`config.mk`:
```
export PLATFORM = sky130hd
export DESIGN_NAME = ddc_top
export DESIGN_NICKNAME = d
export VERILOG_FILES = /design/src/shared/ddc_pkg.sv /design/src/rtl/ddc_top.sv
export SDC_FILE = /design/constraint.sdc
export NUM_CORES = 1
export LEC_CHECK = 0
export BUFFER_PORTS_ARGS = -buffer_cell sky130_fd_sc_hd__buf_2
export CELL_PAD_IN_SITES_DETAIL_PLACEMENT = 1
export CELL_PAD_IN_SITES_GLOBAL_PLACEMENT = 1
export CORE_MARGIN = 3
export CORE_UTILIZATION = 35
export DETAILED_ROUTE_END_ITERATION = 7
export PLACE_DENSITY_LB_ADDON = 0.1
export REMOVE_ABC_BUFFERS = 1
export SLEW_MARGIN = 20
export SYNTH_ARGS = -nofsm -noshare
export SYNTH_HDL_FRONTEND = slang
export SYNTH_SLANG_ARGS = --single-unit
```
`constraint.sdc`:
```
create_clock -name sys_clk -period 5.9 [get_ports sys_clk]
set_clock_uncertainty 0.1 [all_clocks]
set_input_delay 0.885 -clock sys_clk [delete_from_list [all_inputs] [get_ports sys_clk]]
set_output_delay 0.885 -clock sys_clk [all_outputs]
set_load 0.01 [all_outputs]
```
`src/shared/ddc_pkg.sv`:
```
/*
 Constants, types and register map of the drum and display channel port.
 Assumes one 100 MHz clock and an APB master holding the host channel words.
*/
// Contract
// - Control bit 0 picks mode: one is packed data, zero is display.
// - Host pulses control bit 2 when ready; logic supplies next drum word.
// - Sector comes from control bits 3 to 7.
// - Control bit 8 puts cursor under even (0) or odd (1) character.
// - Word position comes from control bits 9 to 15.
// - Auxiliary bit 0 enables a checksum word at record end.
// - Index starts watchdog, strobe clears it; expiry halts, clears, alerts.
// - Auxiliary bits 6 and 7 drive keyboard lamp and buzzer.
// - Keyboard lockout is auxiliary bit 8 or the panel switch.
// - Auxiliary bit 9 disables address compare; host controls transfer.
// - Track comes from auxiliary bits 10 to 15, one of 36.
// - Busy rises at each read, write or autoload; commands ignored meanwhile.
// - Write lockout switch blocks writes to the lowest 24 tracks.
// - Data mode records words back to back; sector of 64 words.
// - Display mode surrounds each word with six-character gaps.
// - Transfers start at the given address, then go consecutively.
// - Local autoload delivers 1152 track words over block transfer.
// - Panel picks autoload track 0, 1, 2, 3, 20, 21, 22 or 23; the logic gives 16 to 19 for the upper four.
// - Fifteen keyboard lines pass to the keyboard input word.
// - Data travels as 16-bit words in both directions.
// - Write ends unless re-requested within 14 us data, 24 us display.
// - On reads busy falls only once the word is valid.
package ddc_pkg;
  localparam logic [11:0] ADR_DOUT = 12'h000;
  localparam logic [11:0] ADR_CTL = 12'h004;
  localparam logic [11:0] ADR_AUX = 12'h008;
  localparam logic [11:0] ADR_DIN = 12'h00c;
  localparam logic [11:0] ADR_KBD = 12'h010;
  localparam logic [11:0] ADR_STAT = 12'h014;
  localparam int CTL_MODE = 0;
  localparam int CTL_WREQ = 1;
  localparam int CTL_RREQ = 2;
  localparam int CTL_SEC = 3;
  localparam int CTL_CMARK = 8;
  localparam int CTL_WRD = 9;
  localparam int AUX_CKS = 0;
  localparam int AUX_WDOG = 5;
  localparam int AUX_ALERT = 6;
  localparam int AUX_BUZZ = 7;
  localparam int AUX_KLOCK = 8;
  localparam int AUX_CINH = 9;
  localparam int AUX_TRK = 10;
  localparam int N_TRACKS = 36;
  localparam logic [5:0] WLOCK_TRACKS = 6'h18;
  localparam logic [6:0] WORDS_DATA = 7'h40;
  localparam logic [6:0] WORDS_DISP = 7'h24;
  localparam logic [10:0] ALD_WORDS = 11'h480;
  localparam logic [5:0] ALD_HI_BASE = 6'h10;
  localparam int GAP_CHARS = 6;
  localparam int CLK_MHZ = 100;
  localparam int T_REQ_DATA_NS = 14000;
  localparam int T_REQ_DISP_NS = 24000;
  localparam int TMO_DATA = T_REQ_DATA_NS * CLK_MHZ / 1000;
  localparam int TMO_DISP = T_REQ_DISP_NS * CLK_MHZ / 1000;
  typedef enum logic [2:0] {ST_IDLE, ST_SEEK, ST_XFER, ST_WAIT, ST_CKS, ST_ALD} ddc_state_e;
  typedef struct packed {
    logic index;
    logic sector;
    logic slot;
    logic [15:0] rd;
  } ddc_drum_in_s;
  typedef struct packed {
    logic wlock_sw;
    logic klock_sw;
    logic ald_start;
    logic ald_local;
    logic [2:0] ald_sel;
  } ddc_panel_s;
  typedef struct packed {
    logic [5:0] trk;
    logic [4:0] sec;
    logic [6:0] wrd;
    logic wr_en;
    logic rd_en;
    logic gap_mode;
    logic cursor_odd;
    logic [15:0] wr_data;
  } ddc_drum_out_s;
  typedef struct packed {
    logic alert;
    logic buzz;
    logic lockout;
  } ddc_kb_out_s;
  typedef struct packed {
    logic valid;
    logic [10:0] addr;
    logic [15:0] data;
  } ddc_bt_s;
endpackage

```
`src/rtl/ddc_top.sv`:
```
/*
 Drum and display channel port: APB holds the host channel words, the core
 sequences drum transfers, autoload, watchdog and keyboard controls.
 Assumes drum timing logic gives index, sector and word-slot marks as pins.
*/
// Design decisions made here: register access over APB and the register addresses.
`timescale 1ns/100ps
module ddc_top
  import ddc_pkg::*;
#(
  parameter int WDOG_CYCLES = 1700000,
  parameter int SEC_PER_TRK = 18
) (
  // Clock and reset
  input wire logic sys_clk,
  input wire logic rst,
  input wire logic ce,
  // APB slave
  input wire logic psel,
  input wire logic penable,
  input wire logic pwrite,
  input wire logic [11:0] paddr,
  input wire logic [31:0] pwdata,
  output logic [31:0] prdata,
  output logic pready,
  output logic pslverr,
  // Drum
  input wire ddc_drum_in_s drum_in,
  output ddc_drum_out_s drum_out,
  // Panel and keyboard
  input wire ddc_panel_s panel,
  input wire logic [14:0] kb_lines,
  output ddc_kb_out_s kb_out,
  // Host halt and block transfer
  output logic host_halt,
  output ddc_bt_s bt
);
  localparam int SW = $bits(ddc_drum_in_s) + $bits(ddc_panel_s) + 15;

  if (WDOG_CYCLES < 2 || SEC_PER_TRK < 1 || SEC_PER_TRK > 32) begin : g_param_check
    $error("Unsupported parameter value.");
  end

  logic [SW-1:0] syn1, syn2;
  ddc_drum_in_s di, di_q;
  ddc_panel_s pn, pn_q;
  logic [14:0] kbs;
  logic [15:0] dout, ctl, aux, din, kbw;
  logic busy, op_wr, mode_q, cinh_q, cks_q, wlock_hit, seek_ok;
  logic [5:0] trk_q;
  logic [4:0] sec_q, scnt;
  logic [6:0] wrd_q, wpos;
  logic [15:0] data_q, sum;
  logic [12:0] tmo;
  logic [10:0] ald_cnt;
  logic wd_run;
  logic [31:0] wd_cnt;
  ddc_state_e st;

  // Every drum, panel and keyboard input passes two flops; edges are taken from the second stage.
  always_ff @(posedge sys_clk) begin
    if (rst) begin
      syn1 <= '0;
      syn2 <= '0;
    end else if (ce) begin
      syn1 <= {drum_in, panel, kb_lines};
      syn2 <= syn1;
    end
  end
  assign {di, pn, kbs} = syn2;

  always_ff @(posedge sys_clk) begin
    if (rst) begin
      di_q <= '0;
      pn_q <= '0;
    end else if (ce) begin
      di_q <= di;
      pn_q <= pn;
    end
  end

  logic idx_e, sec_e, slot_e, ald_e;
  assign idx_e = di.index & ~di_q.index;
  assign sec_e = di.sector & ~di_q.sector;
  assign slot_e = di.slot & ~di_q.slot;
  assign ald_e = pn.ald_start & ~pn_q.ald_start;

  // APB: one wait state, then pready; writes take effect on the ready edge.
  logic acc, apb_wr, hit;
  assign acc = psel & penable & pready;
  assign apb_wr = acc & pwrite;
  assign hit = paddr == ADR_DOUT || paddr == ADR_CTL || paddr == ADR_AUX ||
               paddr == ADR_DIN || paddr == ADR_KBD || paddr == ADR_STAT;

  always_ff @(posedge sys_clk) begin
    if (rst) begin
      pready <= 1'b0;
      pslverr <= 1'b0;
      prdata <= '0;
    end else if (ce) begin
      pready <= psel & penable & ~pready;
      pslverr <= psel & penable & ~pready & ~hit;
      prdata <= '0;
      if (psel & penable & ~pready & ~pwrite) begin
        case (paddr)
          ADR_DOUT: prdata <= {16'h0000, dout};
          ADR_CTL: prdata <= {16'h0000, ctl};
          ADR_AUX: prdata <= {16'h0000, aux};
          ADR_DIN: prdata <= {16'h0000, din};
          ADR_KBD: prdata <= {16'h0000, kbw};
          ADR_STAT: prdata <= {29'h0, host_halt, wlock_hit, busy};
          default: prdata <= '0;
        endcase
      end
    end
  end

  // Requests are rising request bits; the host must hold its lines while busy.
  logic wreq_e, rreq_e, wd_strobe;
  assign wreq_e = apb_wr && paddr == ADR_CTL && pwdata[CTL_WREQ] && !ctl[CTL_WREQ];
  assign rreq_e = apb_wr && paddr == ADR_CTL && pwdata[CTL_RREQ] && !ctl[CTL_RREQ];
  assign wd_strobe = apb_wr && paddr == ADR_AUX && pwdata[AUX_WDOG];

  // Watchdog expiry clears the channel words and blocks further writes.
  always_ff @(posedge sys_clk) begin
    if (rst) begin
      dout <= '0;
      ctl <= '0;
      aux <= '0;
    end else if (ce) begin
      if (host_halt) begin
        dout <= '0;
        ctl <= '0;
        aux <= '0;
      end else if (apb_wr) begin
        if (paddr == ADR_DOUT) begin
          dout <= pwdata[15:0];
        end
        if (paddr == ADR_CTL) begin
          ctl <= pwdata[15:0];
        end
        if (paddr == ADR_AUX) begin
          aux <= pwdata[15:0];
        end
      end
    end
  end

  // Watchdog: a set from the index mark wins over a strobe in the same cycle.
  always_ff @(posedge sys_clk) begin
    if (rst) begin
      wd_run <= 1'b0;
      wd_cnt <= '0;
      host_halt <= 1'b0;
    end else if (ce) begin
      if (idx_e && (!wd_run || wd_strobe)) begin
        wd_run <= 1'b1;
        wd_cnt <= '0;
      end else if (wd_strobe) begin
        wd_run <= 1'b0;
      end else if (wd_run) begin
        wd_cnt <= wd_cnt + 32'h1;
        if (wd_cnt == 32'(WDOG_CYCLES - 1)) begin
          host_halt <= 1'b1;
        end
      end
    end
  end

  // Drum position: sector counted from index, word slot counted from sector mark.
  always_ff @(posedge sys_clk) begin
    if (rst) begin
      scnt <= '0;
      wpos <= '0;
    end else if (ce) begin
      if (idx_e) begin
        scnt <= '0;
        wpos <= '0;
      end else if (sec_e) begin
        scnt <= scnt + 5'h1;
        wpos <= '0;
      end else if (slot_e) begin
        wpos <= wpos + 7'h1;
      end
    end
  end

  function automatic logic [11:0] next_addr(logic [4:0] s, logic [6:0] w, logic dm);
    logic [6:0] lim;
    lim = dm ? WORDS_DATA : WORDS_DISP;
    if (w == lim - 7'h1) begin
      next_addr = {(s == 5'(SEC_PER_TRK - 1)) ? 5'h0 : s + 5'h1, 7'h0};
    end else begin
      next_addr = {s, w + 7'h1};
    end
  endfunction

  function automatic logic [5:0] ald_track(logic [2:0] sel);
    ald_track = sel[2] ? ALD_HI_BASE + {4'h0, sel[1:0]} : {4'h0, sel[1:0]};
  endfunction

  logic blocked, match, tmo_hit, again;
  assign blocked = pn.wlock_sw && ctl[CTL_WREQ] == 1'b0 &&
                   aux[15:AUX_TRK] < WLOCK_TRACKS;
  assign match = cinh_q || (scnt == sec_q && wpos == wrd_q);
  assign tmo_hit = tmo == (mode_q ? 13'(TMO_DATA) : 13'(TMO_DISP));
  assign again = op_wr ? wreq_e : rreq_e;

  // Operation sequencer.
  always_ff @(posedge sys_clk) begin
    if (rst) begin
      st <= ST_IDLE;
      busy <= 1'b0;
      op_wr <= 1'b0;
      mode_q <= 1'b0;
      cinh_q <= 1'b0;
      cks_q <= 1'b0;
      trk_q <= '0;
      sec_q <= '0;
      wrd_q <= '0;
      data_q <= '0;
      tmo <= '0;
      sum <= '0;
      ald_cnt <= '0;
      seek_ok <= 1'b0;
      wlock_hit <= 1'b0;
      din <= '0;
      drum_out <= '0;
      bt <= '0;
    end else if (ce) begin
      drum_out.wr_en <= 1'b0;
      bt.valid <= 1'b0;
      drum_out.trk <= trk_q;
      drum_out.sec <= sec_q;
      drum_out.wrd <= wrd_q;
      drum_out.gap_mode <= ~mode_q;
      drum_out.rd_en <= busy & ~op_wr;
      case (st)
        ST_IDLE: begin
          if (host_halt) begin
            st <= ST_IDLE;
          end else if (ald_e && pn.ald_local) begin
            trk_q <= ald_track(pn.ald_sel);
            sec_q <= '0;
            wrd_q <= '0;
            mode_q <= 1'b1;
            cinh_q <= 1'b0;
            ald_cnt <= '0;
            seek_ok <= 1'b0;
            busy <= 1'b1;
            st <= ST_ALD;
          end else if (wreq_e && blocked) begin
            wlock_hit <= 1'b1;
          end else if (wreq_e || rreq_e) begin
            op_wr <= wreq_e;
            mode_q <= pwdata[CTL_MODE];
            sec_q <= pwdata[CTL_CMARK-1:CTL_SEC];
            wrd_q <= pwdata[15:CTL_WRD];
            drum_out.cursor_odd <= pwdata[CTL_CMARK];
            trk_q <= aux[15:AUX_TRK];
            cinh_q <= aux[AUX_CINH];
            cks_q <= aux[AUX_CKS];
            data_q <= dout;
            sum <= '0;
            wlock_hit <= 1'b0;
            busy <= 1'b1;
            st <= ST_SEEK;
          end
        end
        ST_SEEK, ST_XFER: begin
          if (slot_e && (st == ST_XFER || match)) begin
            if (op_wr) begin
              drum_out.wr_en <= 1'b1;
              drum_out.wr_data <= data_q;
              sum <= sum + data_q;
            end else begin
              din <= di.rd;
              sum <= sum + di.rd;
            end
            {sec_q, wrd_q} <= next_addr(sec_q, wrd_q, mode_q);
            busy <= 1'b0;
            tmo <= '0;
            st <= ST_WAIT;
          end
        end
        ST_WAIT: begin
          if (again) begin
            data_q <= dout;
            busy <= 1'b1;
            st <= ST_XFER;
          end else if (tmo_hit) begin
            st <= (op_wr && cks_q) ? ST_CKS : ST_IDLE;
            busy <= op_wr && cks_q;
          end else begin
            tmo <= tmo + 13'h1;
          end
        end
        ST_CKS: begin
          if (slot_e) begin
            drum_out.wr_en <= 1'b1;
            drum_out.wr_data <= sum;
            busy <= 1'b0;
            st <= ST_IDLE;
          end
        end
        ST_ALD: begin
          if (slot_e && (seek_ok || match)) begin
            seek_ok <= 1'b1;
            bt.valid <= 1'b1;
            bt.addr <= ald_cnt;
            bt.data <= di.rd;
            {sec_q, wrd_q} <= next_addr(sec_q, wrd_q, 1'b1);
            ald_cnt <= ald_cnt + 11'h1;
            if (ald_cnt == ALD_WORDS - 11'h1) begin
              busy <= 1'b0;
              st <= ST_IDLE;
            end
          end
        end
        default: begin
          st <= ST_IDLE;
          busy <= 1'b0;
        end
      endcase
    end
  end

  // Keyboard controls and lines; the halt forces lamp and buzzer on.
  always_ff @(posedge sys_clk) begin
    if (rst) begin
      kb_out <= '0;
      kbw <= '0;
    end else if (ce) begin
      kb_out.alert <= aux[AUX_ALERT] | host_halt;
      kb_out.buzz <= aux[AUX_BUZZ] | host_halt;
      kb_out.lockout <= aux[AUX_KLOCK] | pn.klock_sw;
      kbw <= {1'b0, kbs};
    end
  end

  a_busy_rises: assert property (@(posedge sys_clk) disable iff (rst)
    ce && st == ST_IDLE && rreq_e && !host_halt |=> busy && st == ST_SEEK)
    else $error("Busy did not rise on a read request.");
  a_wlock_blocks: assert property (@(posedge sys_clk) disable iff (rst)
    ce && st == ST_IDLE && wreq_e && blocked && !host_halt |=> !busy && wlock_hit)
    else $error("Locked track write was accepted.");
  a_kb_lockout: assert property (@(posedge sys_clk) disable iff (rst)
    ce && (aux[AUX_KLOCK] || pn.klock_sw) |=> kb_out.lockout)
    else $error("Keyboard lockout not shown.");
  a_mode_gap: assert property (@(posedge sys_clk) disable iff (rst)
    ce && st == ST_IDLE && wreq_e && !blocked && !host_halt ##1 ce
    |=> drum_out.gap_mode == !$past(mode_q))
    else $error("Gap mode does not follow the captured mode.");
  a_wd_halt: assert property (@(posedge sys_clk) disable iff (rst)
    ce && wd_run && !wd_strobe && wd_cnt == 32'(WDOG_CYCLES - 1) |=> host_halt ##1 ce
    |=> kb_out.alert && kb_out.buzz)
    else $error("Watchdog expiry did not halt and alert.");
  a_halt_clears: assert property (@(posedge sys_clk) disable iff (rst)
    ce && host_halt |=> ctl == 16'h0 && aux == 16'h0 && dout == 16'h0)
    else $error("Channel words not cleared on halt.");
  a_read_valid: assert property (@(posedge sys_clk) disable iff (rst)
    $fell(busy) && st == ST_WAIT && !op_wr |-> din == $past(di.rd))
    else $error("Busy fell before read data was valid.");
  a_write_ends: assert property (@(posedge sys_clk) disable iff (rst)
    ce && st == ST_WAIT && tmo_hit && !again |=> st != ST_WAIT)
    else $error("Write did not end after the request timeout.");
  a_ald_range: assert property (@(posedge sys_clk) disable iff (rst)
    bt.valid |-> bt.addr < ALD_WORDS)
    else $error("Autoload address out of range.");
  a_apb_ready: assert property (@(posedge sys_clk) disable iff (rst)
    ce && psel && penable && !pready |=> pready ##1 (!ce || !pready))
    else $error("APB ready is not a single cycle.");

  c_write_word: cover property (@(posedge sys_clk) disable iff (rst) drum_out.wr_en);
  c_read_word: cover property (@(posedge sys_clk) disable iff (rst)
    $fell(busy) && !op_wr);
  c_autoload: cover property (@(posedge sys_clk) disable iff (rst)
    st == ST_ALD ##1 st == ST_IDLE);
  c_halt: cover property (@(posedge sys_clk) disable iff (rst) $rose(host_halt));
endmodule

```
## Yosys cells after proc, flatten, opt, wreduce, memory -nomap -nowiden

Index checks and enable logic that the tools add are counted.

| operators by class | value |
|---|---|
| add/subtract/negate cells | 11 |
| order comparisons | 1 |
| equal/unequal tests | 40 |
| multiplexer cells | 111 |
| bitwise operators | 29 |
| reductions and logical operators | 70 |

Operator list:

| cell | number |
|---|---|
| two-way mux 16 bit | 24 |
| two-way mux 32 bit | 3 |
| case mux 16 bit (2 select lines) | 3 |
| case mux 16 bit (6 select lines) | 1 |
| two-way mux 7 bit | 10 |
| two-way mux 28 bit | 2 |
| two-way mux 5 bit | 9 |
| two-way mux 13 bit | 3 |
| two-way mux 12 bit | 3 |
| two-way mux 11 bit | 3 |
| two-way mux 3 bit | 11 |
| adder 16 bit | 2 |
| adder 32 x 1 -> 32 bit (second input constant) | 1 |
| equality test 32 x 21 -> 1 bit (second input constant) | 1 |
| inequality test 2 bit (second input constant) | 16 |
| AND reduction 5 bit | 6 |
| nonzero test 2 bit | 14 |
| two-way mux 1 bit | 27 |
| case mux 13 bit (2 select lines) | 1 |
| equality test 12 x 4 -> 1 bit (second input constant) | 2 |
| equality test 12 x 5 -> 1 bit (second input constant) | 2 |
| two-way mux 6 bit | 4 |
| case mux 11 bit (2 select lines) | 1 |
| case mux 7 bit (3 select lines) | 1 |
| 41 further kinds | 112 |

| storage, ports and cells | value |
|---|---|
| bits in registers | 398 |
| input bits | 91 |

## Depth between registers and ports, before layout

Gate-level depths: netlist of run 1.

| depth | value |
|---|---|
| word-level depth | 12 |
| gate-level depth with buffers | 12 |
| gate-level depth less buffers | 11 |

## Worst setup path before layout of run 1

OpenSTA, ideal clock, no wires.

| timing path | value |
|---|---|
| kind | register to register |
| start | register op_wr |
| end | register sum[15] |
| arrival | 3.003 ns |
| required time | 5.678 ns |
| setup slack | 2.674 ns |
| cell stages (with the launch flop) | 13 |
| buffers on the path | 2 |
| period minus slack after synthesis | 3.226 ns |
| cells stage by stage | dfxtp_1 -> clkbuf_1 -> buf_1 -> mux2i_1 -> inv_1 -> ha_1 -> a211oi_1 -> o21ai_0 -> a221oi_1 -> a21oi_1 -> mux2i_1 -> a21oi_1 -> nand3b_1 |

| between the ends | value |
|---|---|
| longest elaborated chain between the ends | 3 |

RTL lines:

| what | line | text |
|---|---|---|
| start: declaration | ddc_top.sv:49 | `logic busy, op_wr, mode_q, cinh_q, cks_q, wlock_hit, seek_ok;` |
| start signal: assignment | ddc_top.sv:255 | `op_wr <= wreq_e;` |
| two-way mux 16 bit | ddc_top.sv:272 | `if (op_wr) begin` |
| two-way mux 16 bit | ddc_top.sv:271 | `if (slot_e && (st == ST_XFER \|\| match)) begin` |
| case mux 16 bit (2 select lines) | ddc_top.sv:238 | `case (st)` |
| end signal: assignment | ddc_top.sv:275 | `sum <= sum + data_q;` |
| end signal: assignment | ddc_top.sv:278 | `sum <= sum + di.rd;` |
| end: declaration | ddc_top.sv:53 | `logic [15:0] data_q, sum;` |

Every way passes these cells. The select of a mux whose other input is x is not followed.
A chain may end at the register's enable or synchronous reset.

## Final worst setup path of run 1

Ends and elaborated chain as after synthesis.

==> impl_metrics.ini, run 1 <==
[run_status]
status = completed

[critical_path]
crit_path_end_kind = flip-flop
crit_slowest_cell = dfxtp_1
cp_cell_sequence = buf_4, mux2i_1, inv_1, ha_1, a211oi_1, o21ai_0, a221oi_1, a21oi_1, mux2i_1, a21oi_1, nand3b_1
start_kind = flip-flop
slowest_delay_ns = 0.56
crit_fanout = 16
crit_arrival_ns = 3.97
ff2ff_path_depth = 11
critPathRequiredTime_ns = 6.25
path_class = reg -> reg

[floorplanning]
die_w_um = 228
std_cell_rows = 80
start_util_pct = 35.8
dieArea_um2 = 51900
io_pins = 195
die_y_um = 228
core_area_um2 = 48100

[clock_network]
cts_tree = yes
clk_path_buf_depth = 3
cts_max_level = 2
root_buffer = clkbuf_16
postCtsSetupBuffers = 0
cts_hold_buf = 0
clk_latency_ns = 0.57
numCtsBuffers = 44
cts_sinks = 382
post_cts_resized = 0
path_clk_slew_ns = 0.06

[placed_design]
hpwl_um = 36400
place_congestion = 0.812
portBuffers = 162
numPlacedInstances = 2679
placed_area_um2 = 18500

[detailed_routing]
first_pass_iters = 4
vias_per_cell = 5.13
ant_nets = 0
top_layer = met5
drtIter0Drc = 752
dr_wl_met3_um = 1840
wl_per_cell_um = 18.6
dr_total_vias = 14200
wl_um = 51300
drt-met1-wl_um = 25100
drcViolationCount = 0
routed-wl-met2_um = 23100

[power]
p_leak_nw = 8.06
power_mw = 5.96
vdd_ir_drop_max_v = 0.000162
power.density_nw_per_um2 = 299

[logic_synthesis]
ys_types = 81
synth_edf_count = 0
ys_seq_area_share_pct = 44.4
synth_top_cell_area_share_pct = 44.4
ys_ff_latch = 382
synth_ff_type = dfxtp_1
netlist_instances = 1959
synthArstFlopShare_pct = 0
yosys_warnings = 0
yosys-top-cells-area = dfxtp_1, mux2i_1, nor2_1
yosys-top-cells-count = dfxtp_1, nor2_1, mux2i_1
syn-cell-area_um2 = 17200
synth.most_common_cell = dfxtp_1
synth_top_area_cell = dfxtp_1
synth_area_per_cell_um2 = 8.80

[grt]
grt_pass1_vias = 14100
grt_usage_pct = 19.2
grt_start_max_net_pins = 145
antenna_found_initial = 5
grt-ovfl-total = 0
grt_pass1_wl_um = 80700

[finish]
fin_nets = 2186
area_growth_pct = 15.8
drive_above_1_share_pct = 14.4
diodes = 0
fin_cells = 2758
n_fill_cell = 5603
post-route-cell-area_um2 = 20000

[sta]
worst_slew_pin_slew_ns = 1.06
drv_slew = 0
fin_setup_tns_ns = 0
fin_crit_sh_pct = 61.3
clock.fmax_ghz = 0.277
rsz0062_at_grt = false
finalHoldWorstSlack_ns = 0.351
min_period_ns = 3.61
maxSlewHeadroom_pct = 29.1
finalHoldViolations = 0
setup_viol = 0

[flow_run]
cap_violations = 0

[worst_hold_path]
hp-class = reg -> reg
hold_depth = 2
-- metal layers --
metal,vias up,GRT usage (%)
li1,7005,-
met5,-,0
met1,6865,26.7
met2,206,30.9
met3,69,2.91
met4,8,5.90
-- cells by family (layout without fill, tap and decap cells) --
| logic type | count (synthesis) | after routing | synth area share (%) |
|---|---|---|---|
| buffers and inverters | 168 | 296 | 4.43 |
| other | 1 | 16 | 0.0218 |
| adder cells (fa/ha/maj) | 25 | 25 | 1.86 |
| XOR/XNOR | 69 | 69 | 3.59 |
| flip-flops | 382 | 382 | 44.4 |
| AO/OA/AOI/OAI | 315 | 315 | 11.6 |
| AND/OR/NAND/NOR | 767 | 767 | 20.5 |
| multiplexers | 232 | 232 | 13.6 |
-- cell type report --
type,instances,area [µm²],area share [%]
Clock buffer,64,1290,6.45
Clock inverter,14,150,0.752
Multi-Input combinational cell,1424,8910,44.6
Timing Repair Buffer,184,1010,5.08
Inverter,34,128,0.639
Sequential cell,382,7650,38.3
Tap cell,656,821,4.11
-- power by group --
group	internal [mW]	switching, mW
clock network	1.64	1.10
logic	0.191	0.326
registers	2.63	0.0686
total	4.47	1.49
-- layout by cell type, fill, tap and decap left out, types with 7 or more instances in the layout --
master and count:
a211oi_1 34, a21oi_1 147, a221oi_1 17, a22oi_1 18, a32oi_1 7, and3_1 18
buf_2 160, buf_4 20, clkbuf_1 10, clkbuf_16 45, clkbuf_8 10, clkinv_2 9
conb_1 16, dfxtp_1 382, ha_1 24, inv_1 34, mux2_2 16, mux2i_1 216
nand2_1 191, nand2b_1 11, nand3_1 39, nand3b_1 9, nand4_1 24, nor2_1 350
nor2b_1 20, nor3_1 26, nor4_1 12, nor4b_1 8, o21ai_0 36, o31ai_1 7
or3_1 11, xnor2_1 33, xor2_1 34
-- final timing paths --
| check | startpoint | end | slack [ns] |
|---|---|---|---|
| worst max-delay path | op_wr$_SDFFE_PP0P_ | sum[15]$_SDFFE_PP0P_ | 2.29 |
| worst min-delay path | bt[0]$_SDFFE_PP0P_ | bt[0]$_SDFFE_PP0P_ | 0.35 |
| worst max register to register | op_wr$_SDFFE_PP0P_ | sum[15]$_SDFFE_PP0P_ | 2.29 |
| worst min register to register | bt[0]$_SDFFE_PP0P_ | bt[0]$_SDFFE_PP0P_ | 0.35 |
-- stage by stage --
stage	util, %	setup WS, ns
5_1_grt	41.5	2.04
6_report	41.5	2.29
4_1_cts	41.4	2.32
3_3_place_gp	38.4	1.98
3_5_place_dp	38.4	1.90
2_1_floorplan	-	0.829
-- registers in the layout, indices dropped and copies added, names as in the netlist, 3 cells and up --
name and count:
ald_cnt 11, aux 16, bt 28, ctl 16
data_q 16, di_q 3, din 16, dout 16
drum_out 38, kb_out 3, kbw 15, prdata 16
scnt 5, sec_q 5, st 3, sum 16
syn1 41, syn2 41, tmo 13, trk_q 6
wd_cnt 32, wpos 7, wrd_q 7
-- critical path: cells and delay by family (launching register included) --
family | cells | cell delay, ns
and+or+nand+nor | 1 | 0.17
adders and majority gates | 1 | 0.30
muxes | 2 | 0.62
buffers and inverters | 2 | 0.44
AOI/OAI and AO/OA | 5 | 1.30
DFF | 1 | 0.56
No activity file was read; power rests on OpenSTA's default activity.
==> run 2: changes to the inputs <==
Clock period 5.9 ns to 3.1 ns, I/O delays scaled along.
==> run 2 against run 1 <==
  * Sequential share of layout area shrank 1.0 points
  * Sequential cell count is the same
  * Count of clock-buffer cells in the layout fell by 7
  * Global-route usage increased by 0.49 points
==> impl_metrics.ini, run 2 (same netlist as run 1, synthesis figures left out) <==
[placed_design]
hpwl_um = 37800
place_congestion = 0.840
preCtsSetupSlack_ns = -0.0662
portBuffers = 162

[clock_network]
clk_path_buf_depth = 3
cts_max_level = 2
cts_tree = yes
numCtsBuffers = 44
clk_latency_ns = 0.57
root_buffer = clkbuf_16
cts_sinks = 382
cts_hold_buf = 0
path_clk_slew_ns = 0.06

[grt]
grt_pass1_wl_um = 82900
grt_start_max_net_pins = 95
use_met2_pct = 31.7
antenna_found_initial = 2
grtUsageMet3_pct = 2.76
grt-ovfl-total = 0
gr-max-usage-layer = met2
grt_usage_pct = 19.7
grt_use_met1_pct = 27.5
grt_pass1_vias = 14600

[floorplanning]
die_w_um = 228
io_pins = 195
dieArea_um2 = 51900
core_area_um2 = 48100
start_util_pct = 35.8
die_y_um = 228
std_cell_rows = 80

[detailed_routing]
ant_nets = 0
drtIter0Drc = 711
first_pass_iters = 5
drcViolationCount = 0
wl_per_cell_um = 18.7
wl_um = 52500
dr_total_vias = 14400
vias_per_cell = 5.13

[sta]
min_period_ns = 2.92
clock.fmax_ghz = 0.342
finalHoldViolations = 0
drv_slew = 0
final.setup.worst_slack_ns = 0.178
maxSlewHeadroom_pct = 42.0
worst_slew_pin_slew_ns = 0.863
setup_viol = 0
finalHoldWorstSlack_ns = 0.0282
fin_crit_sh_pct = 94.3

[critical_path]
crit_path_end_kind = flip-flop
crit_arrival_ns = 3.28
critPathRequiredTime_ns = 3.46
crit_fanout = 6
start_kind = flip-flop
path_class = reg -> reg

[finish]
area_growth_pct = 19.0
seq_area_um2 = 7650
diodes = 0
final_util_pct = 42.6
layout_common_cells = dfxtp_1, nor2_1, mux2i_1
final_common_cell = dfxtp_1
multiInputGateArea_um2 = 8910
largest_registers = syn1: 41 flops, syn2: 41 flops, drum_out: 38 flops
drive_above_1_share_pct = 16.7
n_fill_cell = 5656
fin_nets = 2234

[power]
vdd_ir_drop_max_v = 0.000316
p_leak_nw = 8.38
power_mw = 11.8
power.density_nw_per_um2 = 575

[worst_hold_path]
hp-class = in -> reg

[flow_run]
cap_violations = 0

[run_status]
status = completed
[run 2: cell types whose count changed in the layout (fill, tap and decap cells not counted), sizes merged]
| cell | before | now |
|---|---|---|
| inv | 34 | 36 |
| clkinvlp | 2 | 1 |
| clkinv | 9 | 13 |
| buf | 183 | 231 |
| clkbuf | 65 | 58 |
| bufinv | 3 | 8 |
[run 2: area by class of cell]
type / instances / area share (%)
inverter: 34 / 0.622
timing repair buffer: 232 / 7.03
tap: 656 / 4.00
multi-input combinational: 1424 / 43.5
clock inverter: 24 / 1.63
sequential: 382 / 37.3
clock buffer: 57 / 5.95
[run 2: worst max-delay path, cell delays in order, from the launching register on]
cell      delay (ns)
dfxtp_2         0.42
buf_4           0.19
mux2_2          0.35
ha_1            0.35
o21ai_0         0.15
nor4b_2         0.37
a221oi_2        0.12
a21oi_2         0.23
mux2i_1         0.26
a21oi_1         0.09
nand3b_1        0.17
[run 2: what timing repair did]
action,CTS,global route
resized for setup,1,3
setup endpoints to repair,1,4
pin swaps,0,2
setup buffers,0,1
[run 2: layer usage]
metal / part of all wire [%] / up-vias / wire (µm)
met3: 3.4 / 67 / 1780
met1: 49 / 7024 / 26000
li1: - / 7096 / -
met5: 0 / - / 0
met2: 45 / 226 / 23500
met4: 2.4 / 0 / 1260
[run 2: stage by stage]
step           area (µm²)  setup TNS [ns]  cells
2_1_floorplan       16700          -72.21   1840
3_3_place_gp        18900               0   2727
3_5_place_dp        18900         -0.0662   2727
4_1_cts             20500               0   2808
5_1_grt             20500        -0.00271   2809
6_report            20500               0   2809
[run 2: path summary, 6_finish.rpt]
check	cells after the start	start	slack (ns)	endpoint
worst max-delay path	10	op_wr$_SDFFE_PP0P_	0.18	sum[15]$_SDFFE_PP0P_
worst min-delay path	3	drum_in[13]	0.03	syn1[35]$_SDFFE_PP0P_
worst max register to register	10	op_wr$_SDFFE_PP0P_	0.18	sum[15]$_SDFFE_PP0P_
worst min register to register	2	bt[15]$_SDFFE_PP0P_	0.35	bt[15]$_SDFFE_PP0P_
[run 2: report_power, final]
part | switching, mW | internal, mW
clock network | 2.16 | 3.45
logic | 0.650 | 0.404
registers | 0.115 | 5.01
